`config.mk`:
```
export PLATFORM = sky130hd
export DESIGN_NAME = rxcl_config_latches
export DESIGN_NICKNAME = d
export VERILOG_FILES = /design/src/hdl/rxcl_clock_out.v /design/src/hdl/rxcl_config_latches.v
export VERILOG_INCLUDE_DIRS = /design/src /design/src/hdl
export SDC_FILE = /design/constraint.sdc
export NUM_CORES = 1
export LEC_CHECK = 0
export BUFFER_PORTS_ARGS = -buffer_cell sky130_fd_sc_hd__buf_2
export CORE_MARGIN = 10
export CORE_UTILIZATION = 57
export CTS_CLUSTER_DIAMETER = 200
export DETAILED_ROUTE_END_ITERATION = 8
export PLACE_DENSITY_LB_ADDON = 0.05
export SYNTH_ARGS = -nofsm -noshare
export SYNTH_HDL_FRONTEND = slang
export SYNTH_SLANG_ARGS = --single-unit
```
`constraint.sdc`:
```
create_clock -name clk -period 2.34 [get_ports clk]
set_input_delay 0.468 -clock clk [delete_from_list [all_inputs] [get_ports clk]]
set_output_delay 0.468 -clock clk [all_outputs]
set_load 0.02 [all_outputs]
```
`src/hdl/rxcl_defs.vh`:
```
// constants of the receive channel configuration latches
`ifndef RXCL_DEFS_VH
`define RXCL_DEFS_VH

`define RXCL_CHANNELS 4
`define RXCL_BANKS_PER_CHANNEL 4'h3
`define RXCL_BANK_RATE_OFS 4'h0
`define RXCL_BANK_LEVEL_OFS 4'h1

`define RXCL_RATE_BIT 1
`define RXCL_TRAIN_BIT 1
`define RXCL_PRI_LSB 4
`define RXCL_SEC_LSB 6

`define RXCL_RATE_BANK_RESET 8'hbf
`define RXCL_LEVEL_BANK_RESET 8'had
`define RXCL_RATE_BANK_CONST 8'h80

`define RXCL_RATE_RESET 1'b1
`define RXCL_PRI_RESET 2'h2
`define RXCL_SEC_RESET 2'h2
`define RXCL_TRAIN_RESET 1'b0

`define RXCL_GAP_MAX 8'hff

`define RXCL_LEVEL_OFF 2'h0
`define RXCL_LEVEL_LOW 2'h1
`define RXCL_LEVEL_MID 2'h2
`define RXCL_LEVEL_HIGH 2'h3

`define RXCL_THRESH_LOW_MV 10'h08c
`define RXCL_THRESH_MID_MV 10'h118
`define RXCL_THRESH_HIGH_MV 10'h1a4

`endif

```
`src/hdl/rxcl_clock_out.v`:
```
// complementary recovered clock output of one channel
`timescale 1ns/10ps
module rxcl_clock_out (
    input wire clk,
    input wire reset,
    input wire ce,
    input wire charTick,
    input wire recvClockRateSel,
    output reg clkTrue,
    output reg clkComp
);

reg halfPhase;
reg next_clkTrue;
reg next_halfPhase;

always @* begin
    next_halfPhase = halfPhase;
    next_clkTrue = clkTrue;
    if (recvClockRateSel) begin
        // one edge per character, receiver alternates between phases
        if (charTick) begin
            next_halfPhase = ~halfPhase;
        end
        next_clkTrue = next_halfPhase;
    end else begin
        // one full period per character; needs ticks at least two cycles apart
        next_clkTrue = charTick;
        next_halfPhase = 1'b0;
    end
end

always @(posedge clk) begin
    if (reset) begin
        halfPhase <= 1'b0;
        clkTrue <= 1'b0;
        clkComp <= 1'b1;
    end else if (ce) begin
        halfPhase <= next_halfPhase;
        clkTrue <= next_clkTrue;
        clkComp <= ~next_clkTrue;
    end
end

endmodule // rxcl_clock_out

```
`src/hdl/rxcl_config_latches.v`:
```
// static configuration latches of four receive channels
//
// The address map and the strobed register port are this design's own decisions.
`timescale 1ns/10ps
`include "rxcl_defs.vh"
module rxcl_config_latches (
    input wire clk,
    input wire reset,
    input wire ce,
    input wire configWriteStrobeN,
    input wire [3:0] configAddr,
    input wire [7:0] configData,
    input wire readStrobe,
    input wire [3:0] readAddr,
    output reg [7:0] readData,
    input wire [3:0] charTick,
    input wire [3:0] trainingClockIn,
    input wire [3:0] speedRangeSel,
    output wire [3:0] recoveredClockOutTrue,
    output wire [3:0] recoveredClockOutComp,
    output reg [3:0] recvClockRateSel,
    output reg [7:0] primaryDetectLevel,
    output reg [3:0] primaryDetectEnable,
    output reg [39:0] primaryThresholdMv,
    output reg [7:0] secondaryDetectLevel,
    output reg [3:0] secondaryDetectEnable,
    output reg [39:0] secondaryThresholdMv,
    output reg [3:0] trainingMultSel,
    output reg [3:0] pllTrainingClock,
    output reg [3:0] reservedComboFlag
);

// nominal threshold in millivolts for a level code, zero when off
function [9:0] thresholdOf;
    input [1:0] level;
    begin
        case (level)
            `RXCL_LEVEL_LOW: thresholdOf = `RXCL_THRESH_LOW_MV;
            `RXCL_LEVEL_MID: thresholdOf = `RXCL_THRESH_MID_MV;
            `RXCL_LEVEL_HIGH: thresholdOf = `RXCL_THRESH_HIGH_MV;
            default: thresholdOf = 10'h000;
        endcase
    end
endfunction

// bank address of a channel's bank given its offset within the channel
function [3:0] bankOf;
    input [1:0] channel;
    input [3:0] offset;
    reg [5:0] product;
    begin
        product = {4'h0, channel} * {2'h0, `RXCL_BANKS_PER_CHANNEL};
        bankOf = product[3:0] + offset;
    end
endfunction

// ---------------------------------------------------------------
// write port pins: three stages, accepted once stages two and three agree
// ---------------------------------------------------------------
wire [12:0] pinsRaw;
reg [12:0] pinSync1;
reg [12:0] pinSync2;
reg [12:0] pinSync3;
reg [12:0] pinStable;

assign pinsRaw = {configWriteStrobeN, configAddr, configData};

genvar b;
generate
    for (b = 0; b < 13; b = b + 1) begin : gPinSync
        always @(posedge clk) begin
            if (reset) begin
                pinSync1[b] <= 1'b1;
                pinSync2[b] <= 1'b1;
                pinSync3[b] <= 1'b1;
                pinStable[b] <= 1'b1;
            end else if (ce) begin
                pinSync1[b] <= pinsRaw[b];
                pinSync2[b] <= pinSync1[b];
                pinSync3[b] <= pinSync2[b];
                // a lone glitch on a pin never reaches the latches
                if (pinSync2[b] == pinSync3[b]) begin
                    pinStable[b] <= pinSync3[b];
                end
            end
        end
    end
endgenerate

wire stableStrobeN;
wire [3:0] stableAddr;
wire [7:0] stableData;
wire busSettled;
wire writeActive;

assign stableStrobeN = pinStable[12];
assign stableAddr = pinStable[11:8];
assign stableData = pinStable[7:0];
// address and data must not be moving while the strobe is low
assign busSettled = (pinSync2[11:0] == pinSync3[11:0]) && (pinSync3[11:0] == pinStable[11:0]);
assign writeActive = ~stableStrobeN && busSettled;

// ---------------------------------------------------------------
// per-channel latches and the logic they steer
// ---------------------------------------------------------------
reg [3:0] trainSync1;
reg [3:0] trainSync2;
reg [3:0] trainSync3;
reg [3:0] trainLevel;
reg [3:0] trainLevelPrev;

genvar c;
generate
    for (c = 0; c < `RXCL_CHANNELS; c = c + 1) begin : gChan
        wire rateBankHit;
        wire levelBankHit;
        wire [1:0] chanIndex;

        assign chanIndex = c[1:0];
        assign rateBankHit = writeActive && (stableAddr == bankOf(chanIndex, `RXCL_BANK_RATE_OFS));
        assign levelBankHit = writeActive && (stableAddr == bankOf(chanIndex, `RXCL_BANK_LEVEL_OFS));

        // only the field bits are taken; constant and don't-care positions are dropped
        always @(posedge clk) begin
            if (reset) begin
                recvClockRateSel[c] <= `RXCL_RATE_RESET;
            end else if (ce && rateBankHit) begin
                recvClockRateSel[c] <= stableData[`RXCL_RATE_BIT];
            end
        end

        always @(posedge clk) begin
            if (reset) begin
                primaryDetectLevel[2*c+1:2*c] <= `RXCL_PRI_RESET;
                secondaryDetectLevel[2*c+1:2*c] <= `RXCL_SEC_RESET;
                trainingMultSel[c] <= `RXCL_TRAIN_RESET;
            end else if (ce && levelBankHit) begin
                primaryDetectLevel[2*c+1:2*c] <= stableData[`RXCL_PRI_LSB+1:`RXCL_PRI_LSB];
                secondaryDetectLevel[2*c+1:2*c] <= stableData[`RXCL_SEC_LSB+1:`RXCL_SEC_LSB];
                trainingMultSel[c] <= stableData[`RXCL_TRAIN_BIT];
            end
        end

        // detector controls follow the level latches one cycle later
        always @(posedge clk) begin
            if (reset) begin
                primaryDetectEnable[c] <= 1'b1;
                primaryThresholdMv[10*c+9:10*c] <= `RXCL_THRESH_MID_MV;
                secondaryDetectEnable[c] <= 1'b1;
                secondaryThresholdMv[10*c+9:10*c] <= `RXCL_THRESH_MID_MV;
            end else if (ce) begin
                primaryDetectEnable[c] <= primaryDetectLevel[2*c+1:2*c] != `RXCL_LEVEL_OFF;
                primaryThresholdMv[10*c+9:10*c] <= thresholdOf(primaryDetectLevel[2*c+1:2*c]);
                secondaryDetectEnable[c] <= secondaryDetectLevel[2*c+1:2*c] != `RXCL_LEVEL_OFF;
                secondaryThresholdMv[10*c+9:10*c] <= thresholdOf(secondaryDetectLevel[2*c+1:2*c]);
            end
        end

        // training clock arrives from a pin, so it is filtered like the write port
        always @(posedge clk) begin
            if (reset) begin
                trainSync1[c] <= 1'b0;
                trainSync2[c] <= 1'b0;
                trainSync3[c] <= 1'b0;
                trainLevel[c] <= 1'b0;
                trainLevelPrev[c] <= 1'b0;
            end else if (ce) begin
                trainSync1[c] <= trainingClockIn[c];
                trainSync2[c] <= trainSync1[c];
                trainSync3[c] <= trainSync2[c];
                if (trainSync2[c] == trainSync3[c]) begin
                    trainLevel[c] <= trainSync3[c];
                end
                trainLevelPrev[c] <= trainLevel[c];
            end
        end

        // cycles between filtered training edges, saturating
        wire trainEdge;
        reg [7:0] gapCount;
        reg [7:0] gapLen;

        assign trainEdge = trainLevel[c] != trainLevelPrev[c];

        always @(posedge clk) begin
            if (reset) begin
                gapCount <= 8'h00;
                gapLen <= 8'h00;
            end else if (ce) begin
                if (trainEdge) begin
                    gapCount <= 8'h01;
                    gapLen <= gapCount;
                end else if (gapCount != `RXCL_GAP_MAX) begin
                    gapCount <= gapCount + 8'h01;
                end
            end
        end

        // x2 is one pulse per filtered edge, half a gap long; needs edges two or more cycles apart
        // first pulse after a pause runs long, as the gap is not yet known
        always @(posedge clk) begin
            if (reset) begin
                pllTrainingClock[c] <= 1'b0;
            end else if (ce) begin
                if (trainingMultSel[c]) begin
                    if (trainEdge) begin
                        pllTrainingClock[c] <= 1'b1;
                    end else if (gapCount == {1'b0, gapLen[7:1]}) begin
                        pllTrainingClock[c] <= 1'b0;
                    end
                end else begin
                    pllTrainingClock[c] <= trainLevel[c];
                end
            end
        end

        // the device only reports the reserved setting; it still obeys the latch
        always @(posedge clk) begin
            if (reset) begin
                reservedComboFlag[c] <= 1'b0;
            end else if (ce) begin
                reservedComboFlag[c] <= trainingMultSel[c] && ~speedRangeSel[c];
            end
        end

        rxcl_clock_out uClockOut (
            .clk(clk),
            .reset(reset),
            .ce(ce),
            .charTick(charTick[c]),
            .recvClockRateSel(recvClockRateSel[c]),
            .clkTrue(recoveredClockOutTrue[c]),
            .clkComp(recoveredClockOutComp[c])
        );
    end
endgenerate

// ---------------------------------------------------------------
// readback of the static banks; constants shown, don't-cares read zero
// ---------------------------------------------------------------
reg [7:0] next_readData;
reg readHit;
integer k;

always @* begin
    next_readData = 8'h00;
    readHit = 1'b0;
    for (k = 0; k < `RXCL_CHANNELS; k = k + 1) begin
        if (readAddr == bankOf(k[1:0], `RXCL_BANK_RATE_OFS)) begin
            next_readData = `RXCL_RATE_BANK_CONST;
            next_readData[`RXCL_RATE_BIT] = recvClockRateSel[k];
            readHit = 1'b1;
        end
        if (readAddr == bankOf(k[1:0], `RXCL_BANK_LEVEL_OFS)) begin
            next_readData[`RXCL_SEC_LSB+1:`RXCL_SEC_LSB] = secondaryDetectLevel[2*k+:2];
            next_readData[`RXCL_PRI_LSB+1:`RXCL_PRI_LSB] = primaryDetectLevel[2*k+:2];
            next_readData[`RXCL_TRAIN_BIT] = trainingMultSel[k];
            readHit = 1'b1;
        end
    end
end

// data stand only in the cycle after the strobe
always @(posedge clk) begin
    if (reset) begin
        readData <= 8'h00;
    end else if (ce) begin
        if (readStrobe && readHit) begin
            readData <= next_readData;
        end else begin
            readData <= 8'h00;
        end
    end
end

endmodule // rxcl_config_latches

```
### Word-level counts from Yosys, hierarchy flattened

Cells that the tools add are included.

| storage, ports and cells | value |
|---|---|
| register bits | 276 |
| output and inout bits | 136 |
| input bits | 33 |

| cells by class | value |
|---|---|
| $add $sub $neg | 4 |
| bitwise logic cells | 13 |
| reductions and logical operators | 66 |
| muxes and demuxes | 61 |
| equal/unequal tests | 73 |

Operators with widths:

| operator | count |
|---|---|
| $pmux W9 S3 | 8 |
| $mux W8 | 13 |
| $reduce_and A2 Y1 | 29 |
| $mux W1 | 36 |
| $add A8 B1 Y8 const B | 4 |
| $eq A2 B2 Y1 const B | 16 |
| $eq A8 B7 Y1 | 4 |
| $ne A8 B8 Y1 const B | 4 |
| $eq A12 B12 Y1 | 2 |
| $eq A4 B3 Y1 const B | 6 |
| $reduce_bool A2 Y1 | 12 |
| $logic_and A1 B1 Y1 | 23 |
| $eq A1 B1 Y1 | 17 |
| $eq A2 B1 Y1 const B | 8 |
| $eq A4 B4 Y1 const B | 4 |
| $mux W4 | 4 |
| $not A1 Y1 | 13 |
| $ne A3 B1 Y1 const B | 4 |
| $eq A4 B1 Y1 const B | 2 |
| $eq A4 B2 Y1 const B | 2 |
| $logic_not A4 Y1 | 2 |
| $ne A1 B1 Y1 | 4 |

### Depth between registers and ports, before layout

| depth | value |
|---|---|
| depth after elaboration | 11 |
| mapped depth | 7 |

### Modules after synthesis

A second synthesis with hierarchy kept.

| second synthesis, totals | value |
|---|---|
| cell total of the unflattened synthesis | 1218 |
| area, all modules | 10692.8 µm² |

By module, submodules not included:

| module | seq. area each (µm²) | times used | cells each | area each (µm²) |
|---|---|---|---|---|
| rxcl_config_latches | 4344.2 | 1 | 1162 | 10182.3 |
| rxcl_clock_out | 60.1 | 4 | 14 | 127.6 |

### Worst setup path before layout

Ideal clock, no wire load.

| path | value |
|---|---|
| kind | input to register |
| start | in ce |
| end | reg pinSync1[0] |
| required time | 2.211 ns |
| arrival | 1.846 ns |
| setup slack | 0.364 ns |
| library setup time | 0.129 ns |
| stages on the path | 6 |
| cells stage by stage | clkbuf_1 clkbuf_1 clkbuf_1 buf_2 mux2i_1 nand2_1 |

RTL lines:

| what | RTL line | text |
|---|---|---|
| start, declared | rxcl_config_latches.v:9 | `input wire ce,` |
| end signal, assigned by index | rxcl_config_latches.v:78 | `pinSync1[b] <= pinsRaw[b];` |
| end, declared | rxcl_config_latches.v:61 | `reg [12:0] pinSync1;` |

### Final worst setup path

| path | value |
|---|---|
| start | reg pinStable[2] |
| end | reg primaryDetectLevel[2] |

| between the ends | value |
|---|---|
| longest elaborated chain between the ends | 5 |

RTL lines:

| what | RTL line | text |
|---|---|---|
| start, declared | rxcl_config_latches.v:64 | `reg [12:0] pinStable;` |
| start signal, assigned by index | rxcl_config_latches.v:83 | `pinStable[b] <= pinSync3[b];` |
| $eq A12 B12 Y1 | rxcl_config_latches.v:100 | `assign busSettled = (pinSync2[11:0] == pinSync3[11:0]) && (pinSync3[11:0] == pinStable[11:0]);` |
| $logic_and A1 B1 Y1 | rxcl_config_latches.v:100 |  |
| $logic_and A1 B1 Y1 | rxcl_config_latches.v:101 | `assign writeActive = ~stableStrobeN && busSettled;` |
| $logic_and A1 B1 Y1 | rxcl_config_latches.v:121 | `` assign levelBankHit = writeActive && (stableAddr == bankOf(chanIndex, `RXCL_BANK_LEVEL_OFS)); `` |
| $logic_and A1 B1 Y1 | rxcl_config_latches.v:137 | `end else if (ce && levelBankHit) begin` |
| end signal, assigned by index | rxcl_config_latches.v:134 | `` primaryDetectLevel[2*c+1:2*c] <= `RXCL_PRI_RESET; `` |
| end signal, assigned by index | rxcl_config_latches.v:138 | `` primaryDetectLevel[2*c+1:2*c] <= stableData[`RXCL_PRI_LSB+1:`RXCL_PRI_LSB]; `` |
| end, declared | rxcl_config_latches.v:22 | `output reg [7:0] primaryDetectLevel,` |

Every way passes these cells.
A chain may end at the register's enable or synchronous reset.

==> flow_summary.json <==
{
  "netlist_area_um2": 10800,
  "hold_depth": 3,
  "r2r_start": "pinStable[2]",
  "wl_per_cell_um": 15.9,
  "drive_gt1_share_pct": 15.6,
  "outcome": "finished clean",
  "yosysTopAreaCellShare_pct": 42.6,
  "fillCellCount": 1570,
  "ctsHoldBuffers": 0,
  "avgSynthCellArea_um2": 8.60,
  "synth-main-ff-cell": "dfxtp_1",
  "path_delay_family": "simple AND/OR/NAND/NOR gates",
  "cp-start-kind": "flop",
  "via_per_inst": 5.35,
  "critPathMaxFanout": 8,
  "syn_to_final_growth_pct": 14.4,
  "die_width_um": 157,
  "overflow": 0,
  "dr.pass1.iters": 5,
  "cp_slowest_cell": "a2111oi_4",
  "grt_max_degree": 106,
  "fmax_mhz": 469,
  "synth_edf_count": 0,
  "synth_common_cells": "dfxtp_1 (229), nand2_1 (159), nor2_1 (107)",
  "synth_seq_cells": 229,
  "post-dp-hpwl_mm": 17.5,
  "whs_endpoint": "pinSync1[5]",
  "core_area_um2": 18600,
  "portBuffers": 133,
  "yosys.area.top_type": "dfxtp_1",
  "p_total_mw": 8.98,
  "cellLeakagePower_nw": 5.56,
  "synth_cell_types": 60,
  "htreeDepth": 1,
  "postLayoutCellArea_um2": 12300,
  "async_flop_share_pct": 0,
  "worstMarginPinSlew_ns": 0.660,
  "critPathMaxStageDelay_ns": 0.68,
  "fp-row-count": 50,
  "vias": 8523,
  "end_kind": "flop",
  "worstSetupPathType": "reg -> reg",
  "dpl-instance-area_um2": 11400,
  "final.setup.worst_slack_ns": 0.209,
  "start_util_pct": 57.7,
  "clock_skew_ns": 0.0112,
  "synthCells": 1251,
  "path_cells": "or3_1 > a2111oi_4 > nand4_2 > mux2i_1",
  "crit_buf_inv": 0,
  "seq_area_frac_synth_pct": 42.6,
  "hp-class": "in -> reg",
  "final_hold_viol_count": 0,
  "synth_area_leaders": "dfxtp_1 (43%), mux2i_1 (8.7%), nand2_1 (5.6%)",
  "timing.rr.end": "primaryDetectLevel[2]",
  "cts_tree": "built",
  "path_clk_slew_ns": 0.06,
  "setup_violations": 0,
  "drc": 0,
  "postCtsSetupBuffers": 0,
  "maxCapViolations": 0,
  "multi_input_area_um2": 5440,
  "ctsResizeCount": 0,
  "r2r_cells": 4,
  "antennaDiodeCount": 0,
  "antenna_found_initial": 0,
  "place_congestion": 0.837,
  "ant_nets": 0,
  "yosysMostFrequentCell": "dfxtp_1",
  "cts_sinks": 229,
  "hp-start": "configData[5]",
  "ir_drop_v": 0.000524,
  "report.final.slew_viol_count": 0,
  "finalSetupTns_ns": 0,
  "die_area_um2": 24800,
  "post-route-min-period_ns": 2.13,
  "period_share_pct": 91.1,
  "initialDrtViolationCount": 455,
  "ys_warn_count": 0,
  "grt_usage_pct": 19.6,
  "p_per_area_nw_per_um2": 730,
  "reg2reg_slack_ns": 0.21,
  "cts.root.buffer_cell": "clkbuf_16",
  "nets": 1410,
  "arrival_ns": 2.53,
  "timing.hold.ws_ns": 0.157,
  "finalNonFillerCells": 1593,
  "insertion_delay_ns": 0.52,
  "cts_made_buffers": 25,
  "top_level_ports": 169,
  "place_ws_ns": 0.238,
  "cp.required_ns": 2.74,
  "fp.dieH_um": 157,
  "placed_cells": 1547,
  "final_util_pct": 66.0,
  "grt_pass1_wl_mm": 40.8,
  "grt_pass1_vias": 8121,
  "wl_mm": 25.3,
  "rsz0062_at_grt": "false",
  "relSlewSlack_pct": 56.0,
  "ctsLongestPathBuffers": 3,
  "seq_area_um2": 4580
}
## state kept, by name, indices dropped and copies added (netlist names), 5 cells and up
register              flops
readData                  5
primaryDetectLevel        8
gChan.gapCount           32
secondaryThresholdMv     20
pinSync3                 13
pinSync1                 13
secondaryDetectLevel      8
pinSync2                 13
primaryThresholdMv       20
pinStable                12
gChan.gapLen             28
## worst max-delay path by stage
stage | start | endpoint | slack (ns) | cells after the start
3_5_place_dp | pinStable[2] | primaryDetectLevel[3] | 0.24 | 4
3_3_place_gp | pinStable[5] | secondaryDetectLevel[1] | 0.26 | 5
4_1_cts | pinStable[2] | primaryDetectLevel[2] | 0.20 | 4
2_1_floorplan | ce | pinSync1[0] | 0.36 | 6
6_report | pinStable[2] | primaryDetectLevel[2] | 0.21 | 4
5_1_grt | pinStable[5] | primaryDetectLevel[6] | 0.04 | 5
## layer usage
metal,global-route usage [%],share of wire [%],vias to the layer above
met4,4.76,1.9,0
met5,0,0,-
met3,3.74,5.1,36
met1,25.1,45,3968
met2,33.4,48,167
li1,-,-,4352
## where the power goes
part / internal [mW] / switching, mW / leakage [nW]
sequential: 3.97 / 0.0680 / 1.86
clock: 2.79 / 1.59 / 0.450
combinational: 0.197 / 0.367 / 3.25
## area by class of cell
cell class              count  area share [%]
repair buffers            159            7.38
flip-flops and latches    229            37.3
multi-input cells         885            44.2
inverters                  40            1.22
clock buffers              34            5.77
clock inverters            12            1.78
well taps                 234            2.38
## worst register-to-register path: stages, from the launching register on
cell and delay [ns]:
dfxtp_1 0.33, or3_1 0.41, a2111oi_4 0.68, nand4_2 0.38, mux2i_1 0.20
## placed cells by master, fill, tap and decap left out, types with 5 or more instances in the layout
cell type,Yosys,final
nor2_1,107,107
nand3_1,33,33
nand4_1,12,12
xnor2_1,9,9
xor2_1,58,58
clkbuf_8,0,5
bufinv_16,0,6
a21oi_1,103,103
conb_1,1,35
nor4_1,10,10
or3_1,7,7
and3_1,10,10
inv_1,38,38
o22ai_1,7,7
nor2b_1,10,10
nand2b_1,25,25
nand2_1,159,159
buf_2,6,131
clkbuf_16,0,25
a21o_1,5,5
a22oi_1,6,6
mux2i_1,93,93
buf_4,56,24
dfxtp_1,229,229
ha_1,37,37
o21ai_0,69,69
a211oi_1,5,5
nor3_1,27,27
## cell families after synthesis
logic type      count (synthesis)  share of synthesized area (%)
other cells                     1                         0.0349
mux                            93                           8.66
compound gates                234                           12.9
fa+ha+maj                      37                           4.31
flops                         229                           42.6
xor+xnor                       67                           5.46
simple gates                  419                           18.0
buf+inv                       171                           7.99
(Power assumes the default switching activity.)
